<file path="config.mk">
export PLATFORM = sky130hd
export DESIGN_NAME = comparator_control_status_regs
export DESIGN_NICKNAME = d
export VERILOG_FILES = /design/src/inc/cmp_pkg.sv /design/src/rtl/cmp_channel.sv /design/src/rtl/comparator_control_status_regs.sv
export SDC_FILE = /design/constraint.sdc
export NUM_CORES = 1
export LEC_CHECK = 0
export ABC_CLOCK_PERIOD_IN_PS = 17700
export BUFFER_PORTS_ARGS = -buffer_cell sky130_fd_sc_hd__buf_4
export CORE_ASPECT_RATIO = 0.8
export CORE_MARGIN = 2
export CORE_UTILIZATION = 65
export DETAILED_ROUTE_END_ITERATION = 10
export PLACE_DENSITY = 0.95
export SLEW_MARGIN = 20
export SYNTH_ARGS = -nofsm -noshare
export SYNTH_HDL_FRONTEND = slang
export SYNTH_SLANG_ARGS = --single-unit
</file>
<file path="constraint.sdc">
create_clock -name clk -period 17.7 [get_ports clk]
set_clock_uncertainty 0.2 [all_clocks]
set_input_delay 2.655 -clock clk [delete_from_list [all_inputs] [get_ports clk]]
set_output_delay 2.655 -clock clk [all_outputs]
set_load 0.1 [all_outputs]
</file>
<file path="src/inc/cmp_pkg.sv">
package cmp_pkg;

    // ------------------------------------------------------------
    // sizes and addresses
    // ------------------------------------------------------------
    localparam int          NUM_CMP      = 5;
    localparam int          NO_AMP_IDX   = 3;
    localparam logic [7:0]  STATUS_OFS   = 8'h00;
    localparam logic [7:0]  CTL_BASE     = 8'h10;
    localparam logic [7:0]  CTL_STRIDE   = 8'h20;
    localparam logic [7:0]  IRQ_OFS      = 8'hC0;

    // alias selector, address bits 3:2
    localparam logic [1:0]  OP_WRITE     = 2'h0;
    localparam logic [1:0]  OP_CLR       = 2'h1;
    localparam logic [1:0]  OP_SET       = 2'h2;
    localparam logic [1:0]  OP_INV       = 2'h3;

    // ------------------------------------------------------------
    // status word fields
    // ------------------------------------------------------------
    localparam int          EVT_LSB      = 16;
    localparam int          IDLE_BIT     = 13;
    localparam int          OUT_LSB      = 0;

    // ------------------------------------------------------------
    // control word fields
    // ------------------------------------------------------------
    localparam int          AMP_ON_BIT   = 31;
    localparam int          GAIN_BIT     = 30;
    localparam int          HYS_EDGE_BIT = 28;
    localparam int          HYS_LSB      = 24;
    localparam int          FSRC_LSB     = 20;
    localparam int          FEN_BIT      = 19;
    localparam int          FDIV_LSB     = 16;
    localparam int          ON_BIT       = 15;
    localparam int          OE_BIT       = 14;
    localparam int          INV_BIT      = 13;
    localparam int          LPWR_BIT     = 12;
    localparam int          EVENT_LATCHED_BIT     = 9;
    localparam int          COMPARE_RESULT_BIT     = 8;
    localparam int          EVENT_POLARITY_LSB    = 6;

    localparam logic [31:0] CTL_WMASK        = 32'hD37F_F0D3;
    localparam logic [31:0] CTL_WMASK_NO_AMP = 32'h137F_E0D3;
    localparam logic [31:0] CTL_RESET        = 32'h0000_0000;
    localparam logic        IDLE_RESET       = 1'b0;

    localparam logic [1:0]  EV_OFF       = 2'h0;
    localparam logic [1:0]  EV_RISE      = 2'h1;
    localparam logic [1:0]  EV_FALL      = 2'h2;
    localparam logic [1:0]  EV_ANY       = 2'h3;

    localparam logic [1:0]  FILT_HITS    = 2'h3;
    localparam int          DIV_W        = 7;

    // ------------------------------------------------------------
    // carriers
    // ------------------------------------------------------------
    typedef struct packed {
        logic       comp_on;
        logic       filt_en;
        logic       invert;
        logic [2:0] div;
        logic [1:0] event_polarity;
    } chan_cfg_s;

    typedef struct packed {
        logic       comp_enable;
        logic       amp_enable;
        logic       unity_gain_select;
        logic       amp_low_power;
        logic       hysteresis_edge_select;
        logic [1:0] hysteresis_level;
    } analog_ctl_s;

endpackage

</file>
<file path="src/rtl/cmp_channel.sv">
`timescale 1ns/1ns
module cmp_channel (
    input  wire logic               clk,
    input  wire logic               rst,
    input  wire logic               ce,
    input  wire logic               run,
    input  wire logic               raw_async,
    input  wire logic               src_tick,
    input  wire cmp_pkg::chan_cfg_s cfg,
    output logic                    result,
    output logic                    event_pulse
);

    typedef struct packed {
        logic                      s1;
        logic                      s2;
        logic [cmp_pkg::DIV_W-1:0] div_cnt;
        logic [1:0]                hits;
        logic                      cand;
        logic                      filt;
        logic                      adj;
        logic                      evt;
    } chan_state_s;

    chan_state_s               st;
    chan_state_s               n;
    logic [cmp_pkg::DIV_W-1:0] div_top;
    logic                      dtick;

    assign div_top = 7'((8'h01 << cfg.div) - 8'h01);
    // >= so a smaller divide never waits for the counter to wrap
    assign dtick   = src_tick && (st.div_cnt >= div_top);

    always_comb begin
        n     = st;
        n.s1  = raw_async;
        n.s2  = st.s1;
        n.evt = 1'b0;
        if (run) begin
            if (src_tick) begin
                n.div_cnt = dtick ? '0 : st.div_cnt + 7'h01;
            end
            if (!cfg.filt_en) begin
                n.filt = st.s2;
                n.cand = st.s2;
                n.hits = '0;
            end else if (dtick) begin
                if (st.s2 != st.cand) begin
                    n.cand = st.s2;
                    n.hits = 2'h1;
                end else if (st.hits != cmp_pkg::FILT_HITS) begin
                    n.hits = st.hits + 2'h1;
                end
                if (st.s2 == st.cand && st.hits == cmp_pkg::FILT_HITS - 2'h1) begin
                    n.filt = st.cand;
                end
            end
            n.adj = cfg.comp_on & (n.filt ^ cfg.invert);
            unique case (cfg.event_polarity)
                cmp_pkg::EV_ANY:  n.evt = n.adj != st.adj;
                cmp_pkg::EV_FALL: n.evt = st.adj & ~n.adj;
                cmp_pkg::EV_RISE: n.evt = ~st.adj & n.adj;
                cmp_pkg::EV_OFF:  n.evt = 1'b0;
            endcase
        end
    end

    // raw input is asynchronous, so s1 feeds only s2
    always_ff @(posedge clk or posedge rst) begin
        if (rst) begin
            st <= '0;
        end else if (ce) begin
            st <= n;
        end
    end

    assign result      = st.adj;
    assign event_pulse = st.evt;
endmodule

</file>
<file path="src/rtl/comparator_control_status_regs.sv">
// Local design decisions: the register offsets and the APB slave port.
`timescale 1ns/1ns
// What this block does
// - five hardware-set event flags sit at status bits 16 to 20
// - a set event flag blocks further events, triggers and interrupts
// - control bit 9 is the event bit; writing zero re-arms detection
// - status bits 4 to 0 mirror the polarity-adjusted outputs, reset zero
// - status bit 13 halts all comparators and op amps in idle
// - control bit 13 inverts the raw result before output and events
// - control bit 8 reads the polarity-adjusted output, read-only
// - control bit 15 enables the comparator
// - control bit 14 drives the result onto the output pin while control bit 15 is set
// - bits 22 to 20 select the filter clock source
// - bits 18 to 16 divide the filter clock by two to that power
// - control bit 19 enables the digital filter, else bypass
// - bits 25 to 24 select the hysteresis level to the analog cell
// - control bit 28 picks which edge gets hysteresis
// - control bit 31 enables the op amp and its pin
// - control bit 30 selects unity gain, else open loop
// - control bit 12 selects op amp low-power mode
// - the fourth channel has no op amp bits
// - interrupt flag sets on any enabled event and stays until cleared
// - unimplemented bits read as zero
// - event polarity field: any, falling, rising or off
// - clear, set and invert aliases at offsets 4, 8 and C
module comparator_control_status_regs (
    input  wire logic                                      clk,
    input  wire logic                                      rst,
    input  wire logic                                      ce,
    input  wire logic                                      psel,
    input  wire logic                                      penable,
    input  wire logic                                      pwrite,
    input  wire logic [7:0]                                paddr,
    input  wire logic [31:0]                               pwdata,
    input  wire logic [3:0]                                pstrb,
    output logic [31:0]                                    prdata,
    output logic                                           pready,
    output logic                                           pslverr,
    input  wire logic                                      idle_mode,
    input  wire logic [cmp_pkg::NUM_CMP-1:0]               raw_result,
    input  wire logic                                      peripheral_bus_clock_two_tick,
    input  wire logic                                      pwm_special_event,
    input  wire logic                                      reference_clock_three_tick,
    input  wire logic [3:0]                                timer_match,
    output cmp_pkg::analog_ctl_s [cmp_pkg::NUM_CMP-1:0]    analog_ctl,
    output logic [cmp_pkg::NUM_CMP-1:0]                    out_pin,
    output logic [cmp_pkg::NUM_CMP-1:0]                    out_pin_oe,
    output logic [cmp_pkg::NUM_CMP-1:0]                    event_trigger,
    output logic [cmp_pkg::NUM_CMP-1:0]                    interrupt_flag
);

    // ------------------------------------------------------------
    // state
    // ------------------------------------------------------------
    typedef struct packed {
        logic                                   stop_in_idle;
        logic [cmp_pkg::NUM_CMP-1:0][31:0]      ctl;
        logic [cmp_pkg::NUM_CMP-1:0]            irq;
        logic [31:0]                            rdata;
        logic                                   err;
        logic                                   ack;
    } regs_state_s;

    localparam regs_state_s RST_STATE = '{
        stop_in_idle: cmp_pkg::IDLE_RESET,
        ctl:          {cmp_pkg::NUM_CMP{cmp_pkg::CTL_RESET}},
        irq:          '0,
        rdata:        '0,
        err:          1'b0,
        ack:          1'b0
    };

    regs_state_s                   r;
    regs_state_s                   n;

    logic [cmp_pkg::NUM_CMP-1:0]   ctl_hit;
    logic [cmp_pkg::NUM_CMP-1:0]   result;
    logic [cmp_pkg::NUM_CMP-1:0]   chan_evt;
    logic [cmp_pkg::NUM_CMP-1:0]   trig;
    logic                          aligned;
    logic                          st_hit;
    logic                          irq_hit;
    logic                          mapped;
    logic                          commit;
    logic                          wr;
    logic                          halt;
    logic [1:0]                    op;
    logic [31:0]                   be;
    logic [31:0]                   st_word;
    logic [31:0]                   irq_word;
    logic [7:0]                    src_vec;

    // ------------------------------------------------------------
    // alias write helper
    // ------------------------------------------------------------
    function automatic logic [31:0] apply_op(
        input logic [1:0]  code,
        input logic [31:0] old,
        input logic [31:0] wd,
        input logic [31:0] lanes
    );
        logic [31:0] v;
        v = wd & lanes;
        unique case (code)
            cmp_pkg::OP_WRITE: apply_op = (old & ~lanes) | v;
            cmp_pkg::OP_CLR:   apply_op = old & ~v;
            cmp_pkg::OP_SET:   apply_op = old | v;
            cmp_pkg::OP_INV:   apply_op = old ^ v;
        endcase
    endfunction

    // ------------------------------------------------------------
    // address decode
    // ------------------------------------------------------------
    assign aligned = paddr[1:0] == 2'h0;
    assign op      = paddr[3:2];
    assign st_hit  = aligned && paddr[7:4] == cmp_pkg::STATUS_OFS[7:4];
    assign irq_hit = aligned && paddr[7:4] == cmp_pkg::IRQ_OFS[7:4];
    assign mapped  = st_hit || irq_hit || (|ctl_hit);
    assign be      = {{8{pstrb[3]}}, {8{pstrb[2]}}, {8{pstrb[1]}}, {8{pstrb[0]}}};

    // one wait state: read data is captured, then the access ends
    assign pready  = r.ack && ce;
    assign commit  = psel && penable && pready;
    assign wr      = commit && pwrite && mapped;
    assign prdata  = r.rdata;
    assign pslverr = pready && r.err;

    assign halt    = r.stop_in_idle && idle_mode;

    // filter clock sources, system clock ticks every cycle
    assign src_vec = {timer_match, reference_clock_three_tick, pwm_special_event, peripheral_bus_clock_two_tick, 1'b1};

    // ------------------------------------------------------------
    // read views
    // ------------------------------------------------------------
    always_comb begin
        st_word = '0;
        st_word[cmp_pkg::IDLE_BIT] = r.stop_in_idle;
        st_word[cmp_pkg::OUT_LSB +: cmp_pkg::NUM_CMP] = result;
        for (int i = 0; i < cmp_pkg::NUM_CMP; i++) begin
            st_word[cmp_pkg::EVT_LSB + i] = r.ctl[i][cmp_pkg::EVENT_LATCHED_BIT];
        end
        irq_word = '0;
        irq_word[cmp_pkg::NUM_CMP-1:0] = r.irq;
    end

    // ------------------------------------------------------------
    // next state
    // ------------------------------------------------------------
    always_comb begin
        logic [31:0] rd;
        logic [31:0] ws;
        logic [31:0] wc;
        logic [31:0] wi;
        logic [31:0] cv;
        logic [31:0] m;
        logic        clr;
        rd = '0;
        ws = apply_op(op, st_word, pwdata, be);
        wi = apply_op(op, irq_word, pwdata, be);
        wc = '0;
        cv = '0;
        m  = '0;
        clr = 1'b0;
        n  = r;

        if (st_hit) begin
            rd = st_word;
        end else if (irq_hit) begin
            rd = irq_word;
        end
        for (int i = 0; i < cmp_pkg::NUM_CMP; i++) begin
            if (ctl_hit[i]) begin
                rd = r.ctl[i];
                rd[cmp_pkg::COMPARE_RESULT_BIT] = result[i];
            end
        end

        if (psel && penable && !r.ack) begin
            n.ack   = 1'b1;
            n.rdata = mapped ? rd : '0;
            n.err   = !mapped;
        end
        if (commit) begin
            n.ack = 1'b0;
        end

        if (wr && st_hit) begin
            n.stop_in_idle = ws[cmp_pkg::IDLE_BIT];
        end

        for (int i = 0; i < cmp_pkg::NUM_CMP; i++) begin
            cv = r.ctl[i];
            cv[cmp_pkg::COMPARE_RESULT_BIT] = result[i];
            wc = apply_op(op, cv, pwdata, be);
            // no op amp on this channel, its amp bits stay zero
            m  = (i == cmp_pkg::NO_AMP_IDX) ? cmp_pkg::CTL_WMASK_NO_AMP : cmp_pkg::CTL_WMASK;
            if (wr && ctl_hit[i]) begin
                n.ctl[i] = (wc & m) | (r.ctl[i] & ~m);
            end
            // either view clears, a new event in the same cycle wins
            clr = wr && ((ctl_hit[i] && !wc[cmp_pkg::EVENT_LATCHED_BIT]) ||
                         (st_hit && !ws[cmp_pkg::EVT_LSB + i]));
            n.ctl[i][cmp_pkg::EVENT_LATCHED_BIT] = (r.ctl[i][cmp_pkg::EVENT_LATCHED_BIT] && !clr) || trig[i];
            clr = wr && irq_hit && !wi[i];
            n.irq[i] = (r.irq[i] && !clr) || trig[i];
        end
    end

    always_ff @(posedge clk or posedge rst) begin
        if (rst) begin
            r <= RST_STATE;
        end else if (ce) begin
            r <= n;
        end
    end

    assign event_trigger  = trig & {cmp_pkg::NUM_CMP{ce}};
    assign interrupt_flag = r.irq;

    // ------------------------------------------------------------
    // channels
    // ------------------------------------------------------------
    genvar gi;
    generate
        for (gi = 0; gi < cmp_pkg::NUM_CMP; gi++) begin : g_ch
            localparam logic [7:0] ADR = 8'(cmp_pkg::CTL_BASE + cmp_pkg::CTL_STRIDE * gi);
            cmp_pkg::chan_cfg_s cfg;

            assign ctl_hit[gi] = aligned && paddr[7:4] == ADR[7:4];

            assign cfg.comp_on = r.ctl[gi][cmp_pkg::ON_BIT];
            assign cfg.filt_en = r.ctl[gi][cmp_pkg::FEN_BIT];
            assign cfg.invert  = r.ctl[gi][cmp_pkg::INV_BIT];
            assign cfg.div     = r.ctl[gi][cmp_pkg::FDIV_LSB +: 3];
            assign cfg.event_polarity   = r.ctl[gi][cmp_pkg::EVENT_POLARITY_LSB +: 2];

            cmp_channel u_ch (
                .clk         (clk),
                .rst         (rst),
                .ce          (ce),
                .run         (!halt),
                .raw_async   (raw_result[gi]),
                .src_tick    (src_vec[r.ctl[gi][cmp_pkg::FSRC_LSB +: 3]]),
                .cfg         (cfg),
                .result      (result[gi]),
                .event_pulse (chan_evt[gi])
            );

            // a latched event masks the next one until software re-arms
            assign trig[gi] = chan_evt[gi] && !r.ctl[gi][cmp_pkg::EVENT_LATCHED_BIT]
                           && cfg.comp_on && !halt;

            assign analog_ctl[gi].comp_enable            = cfg.comp_on && !halt;
            assign analog_ctl[gi].amp_enable             = r.ctl[gi][cmp_pkg::AMP_ON_BIT] && !halt;
            assign analog_ctl[gi].unity_gain_select      = r.ctl[gi][cmp_pkg::GAIN_BIT];
            assign analog_ctl[gi].amp_low_power          = r.ctl[gi][cmp_pkg::LPWR_BIT];
            assign analog_ctl[gi].hysteresis_edge_select = r.ctl[gi][cmp_pkg::HYS_EDGE_BIT];
            assign analog_ctl[gi].hysteresis_level       = r.ctl[gi][cmp_pkg::HYS_LSB +: 2];

            assign out_pin[gi]    = result[gi];
            assign out_pin_oe[gi] = r.ctl[gi][cmp_pkg::OE_BIT] && cfg.comp_on;
        end
    endgenerate

    generate
        for (gi = 0; gi < cmp_pkg::NUM_CMP; gi++) begin : g_chk

        end
    endgenerate
endmodule

</file>
==> run metrics <==
cells along the critical path buf_4 > nand2_1 > nand2_1 > nor3_1 > buf_4; total die area 26100 sq um; Post CTS Setup Buffer Count 0; Worst Path Buf+Inv 2; sequential area share after synthesis 33.5%; hold path depth 1; Post-CTS Resized 0; Primary FF master, synth dfrtp_1; Syn Inst Count 1929; CP Launch Point idle_mode; crit path time final 7.65 ns; clock slew at reported path FFs 0.06 ns; Via density 6.92; WL per Instance 21.9 um; GRT Residual Overflow 0; die height 145 um; Slew Viols, Final 0; CP Capture Type primary output; CP top delay family simple AND/OR/NAND/NOR gates; number of global-route vias before repair 14700; Initial Util 66.2%; CTS tree yes; pin slew with the least headroom to its limit 1.12 ns; crit-path max FO 11; synth unique cells 66; chip width 180 um; Reg-to-Reg End g_ch[4].u_ch.event_pulse; Slew HR 25.5%; HPWL after DPL 33900 um; crit path DAT 4.80 ns; status completed; total design power 1.32 mW; CP Launch Type primary input; asr flop ratio synth 100%; post-synthesis mux area share 3.26%; Max-cap violations 0; CTS buffer count 23; Initial DRT Pass Iterations 9; layout cells sized above 1 12.2%; mapped cell area 16100 sq um; post-synthesis simple-gate area fraction 16.3%; Fin. Hold Viols 0; XOR/XNOR Fraction of Synth Area 0.434%; leak pwr 8.23 nW; clk sinks 216; Total Wirelength 49800 um; worst reg-to-reg path cell count 13; initial drt markers 2366; largest family of logic cells by synthesized area compound AO/OA/AOI/OAI gates; CTS H-tree depth 1; Worst R2R Setup Slack 13.60 ns; Syn. warnings 0; synthesized flop and latch total 216; Cell Rows 51; post-synthesis compound-gate area fraction 25.3%; reg2reg start g_ch[4].cfg[4]; antenna-violating nets left 0; Port Buffers 140; vias 15700; worst skew pair latency 0.54 ns; Avg Cell Area, Syn 8.37 sq um; DRC viols 0; Sum Neg Setup Slack 0 ns; Max Freq 131 MHz; pwr/cell area 75.2 nW/um^2; Nets 2182; CP peak stage delay 0.84 ns; num ports 152; Bufs on Longest Clock Path 3; critical path required time 14.85 ns; Area Overhead vs Synth 8.95%; hold wc startpoint r[1]; unrepaired setup endpoints after global routing false; core area 24400 sq um; final period utilization 43.2%; Slowest cell on crit path nor3_1; Peak VDD IR 67.1 uV; Final Setup Violations 0; Min-Delay Path Class register to register; first-pass GRT wire length 78400 um; CTS Hold Buffers Added 0; hold-critical path endpoint r[1]; initial antenna violation count 2; Post-synth EDFFs 0; total track usage 36.9%; GP Congestion 0.957; post-synthesis adder-cell area fraction 14.3%; CP Class primary input to primary output; root buf cell clkbuf_16; largest net degree at the start of global routing 148
==> logic make-up (layout without fill, tap and decap cells) <==
group	count (synthesis)	in the layout
buffers and inverters	221	241
XOR/XNOR	8	8
AO/OA/AOI/OAI	668	668
AND/OR/NAND/NOR	588	588
adder cells (fa/ha/maj)	184	184
flip-flops	216	216
other	1	4
multiplexers	43	43
==> per-layer routing <==
metal / up-vias / routed length, um / track usage [%]
li1: 6915 / - / -
met1: 7344 / 18700 / 51.1
met2: 1226 / 21500 / 54.3
met3: 216 / 7520 / 10.8
met4: 0 / 2150 / 15.0
met5: - / 0 / 0
==> registers in the layout, summed over array words and instances (netlist names), 23 cells and up <==
name,flops
analog_ctl,23
g_ch.cfg,40
g_ch.u_ch.st,60
prdata,26
r,47
==> power by group <==
part           switching (mW)  internal [mW]  leakage, nW
sequential             0.0231          0.516         2.91
clock                   0.215          0.302        0.393
combinational           0.191         0.0765         4.93
total                   0.429          0.894         8.23
==> cell type report <==
cell class | count | area (sq um)
well taps | 318 | 398
clock inverters | 7 | 92.6
repair buffers | 153 | 1170
flip-flops and latches | 216 | 5410
clock buffers | 34 | 697
diodes | 1 | 2.50
inverters | 47 | 189
multi-input cells | 1494 | 9640
fillers | 1719 | 6780
==> synth_stat cells (all sizes together) (20+ instances only) <==
cell type,count,share of area (%)
a21oi,226,7.1
clkbuf,86,2.0
a221oi,21,1.1
and2,31,1.2
a22o,66,3.6
nand2,269,6.3
mux2i,20,1.2
o21ai,204,6.4
and3,27,1.0
nor2,142,3.4
buf,88,3.8
inv,46,1.1
ha,184,14
a21o,22,1.0
dfrtp,216,33
nand3,32,0.99
o22ai,22,0.85
nand2b,28,1.1
==> worst max path at each step <==
stage | cells after the start | endpoint | slack, ns
floorplan | 1 | analog_ctl[0] | 8.94
global placement | 5 | event_trigger[1] | 10.35
CTS | 5 | event_trigger[1] | 10.26
finish | 5 | event_trigger[1] | 10.05
global route | 5 | event_trigger[1] | 10.09
detailed placement | 5 | event_trigger[1] | 10.26
==> placed cells by master (no fill, tap or decap), drive strengths merged, types with 4 or more instances in the layout <==
cell     instances
a21o            22
a21oi          226
a221oi          21
a22o            66
a22oi           10
a2bb2oi          4
a31o             8
a31oi           11
and2            31
and3            27
buf            153
clkbuf          34
clkinv           6
dfrtp          216
ha             184
inv             46
mux2            17
mux2i           20
mux4             6
nand2          269
nand2b          28
nand3           32
nor2           142
nor2b           16
nor3            11
o211ai          19
o21ai          204
o221ai           5
o22ai           22
o2bb2ai         19
o31ai           19
or2             12
or3              6
xnor2            8
==> stage by stage <==
stage               std cells  hold WS, ns  util [%]  instance area (sq um)  setup WS [ns]
floorplan                1931        0.250         -                  16200           8.94
global placement         2227        0.266      68.8                  16800          10.35
detailed placement       2227        0.272      68.8                  16800          10.26
CTS                      2268        0.286      72.0                  17600          10.26
global route             2269        0.311      72.2                  17600          10.09
finish                   2270        0.286      72.2                  17600          10.05
Power figures use the tool's default switching activity.
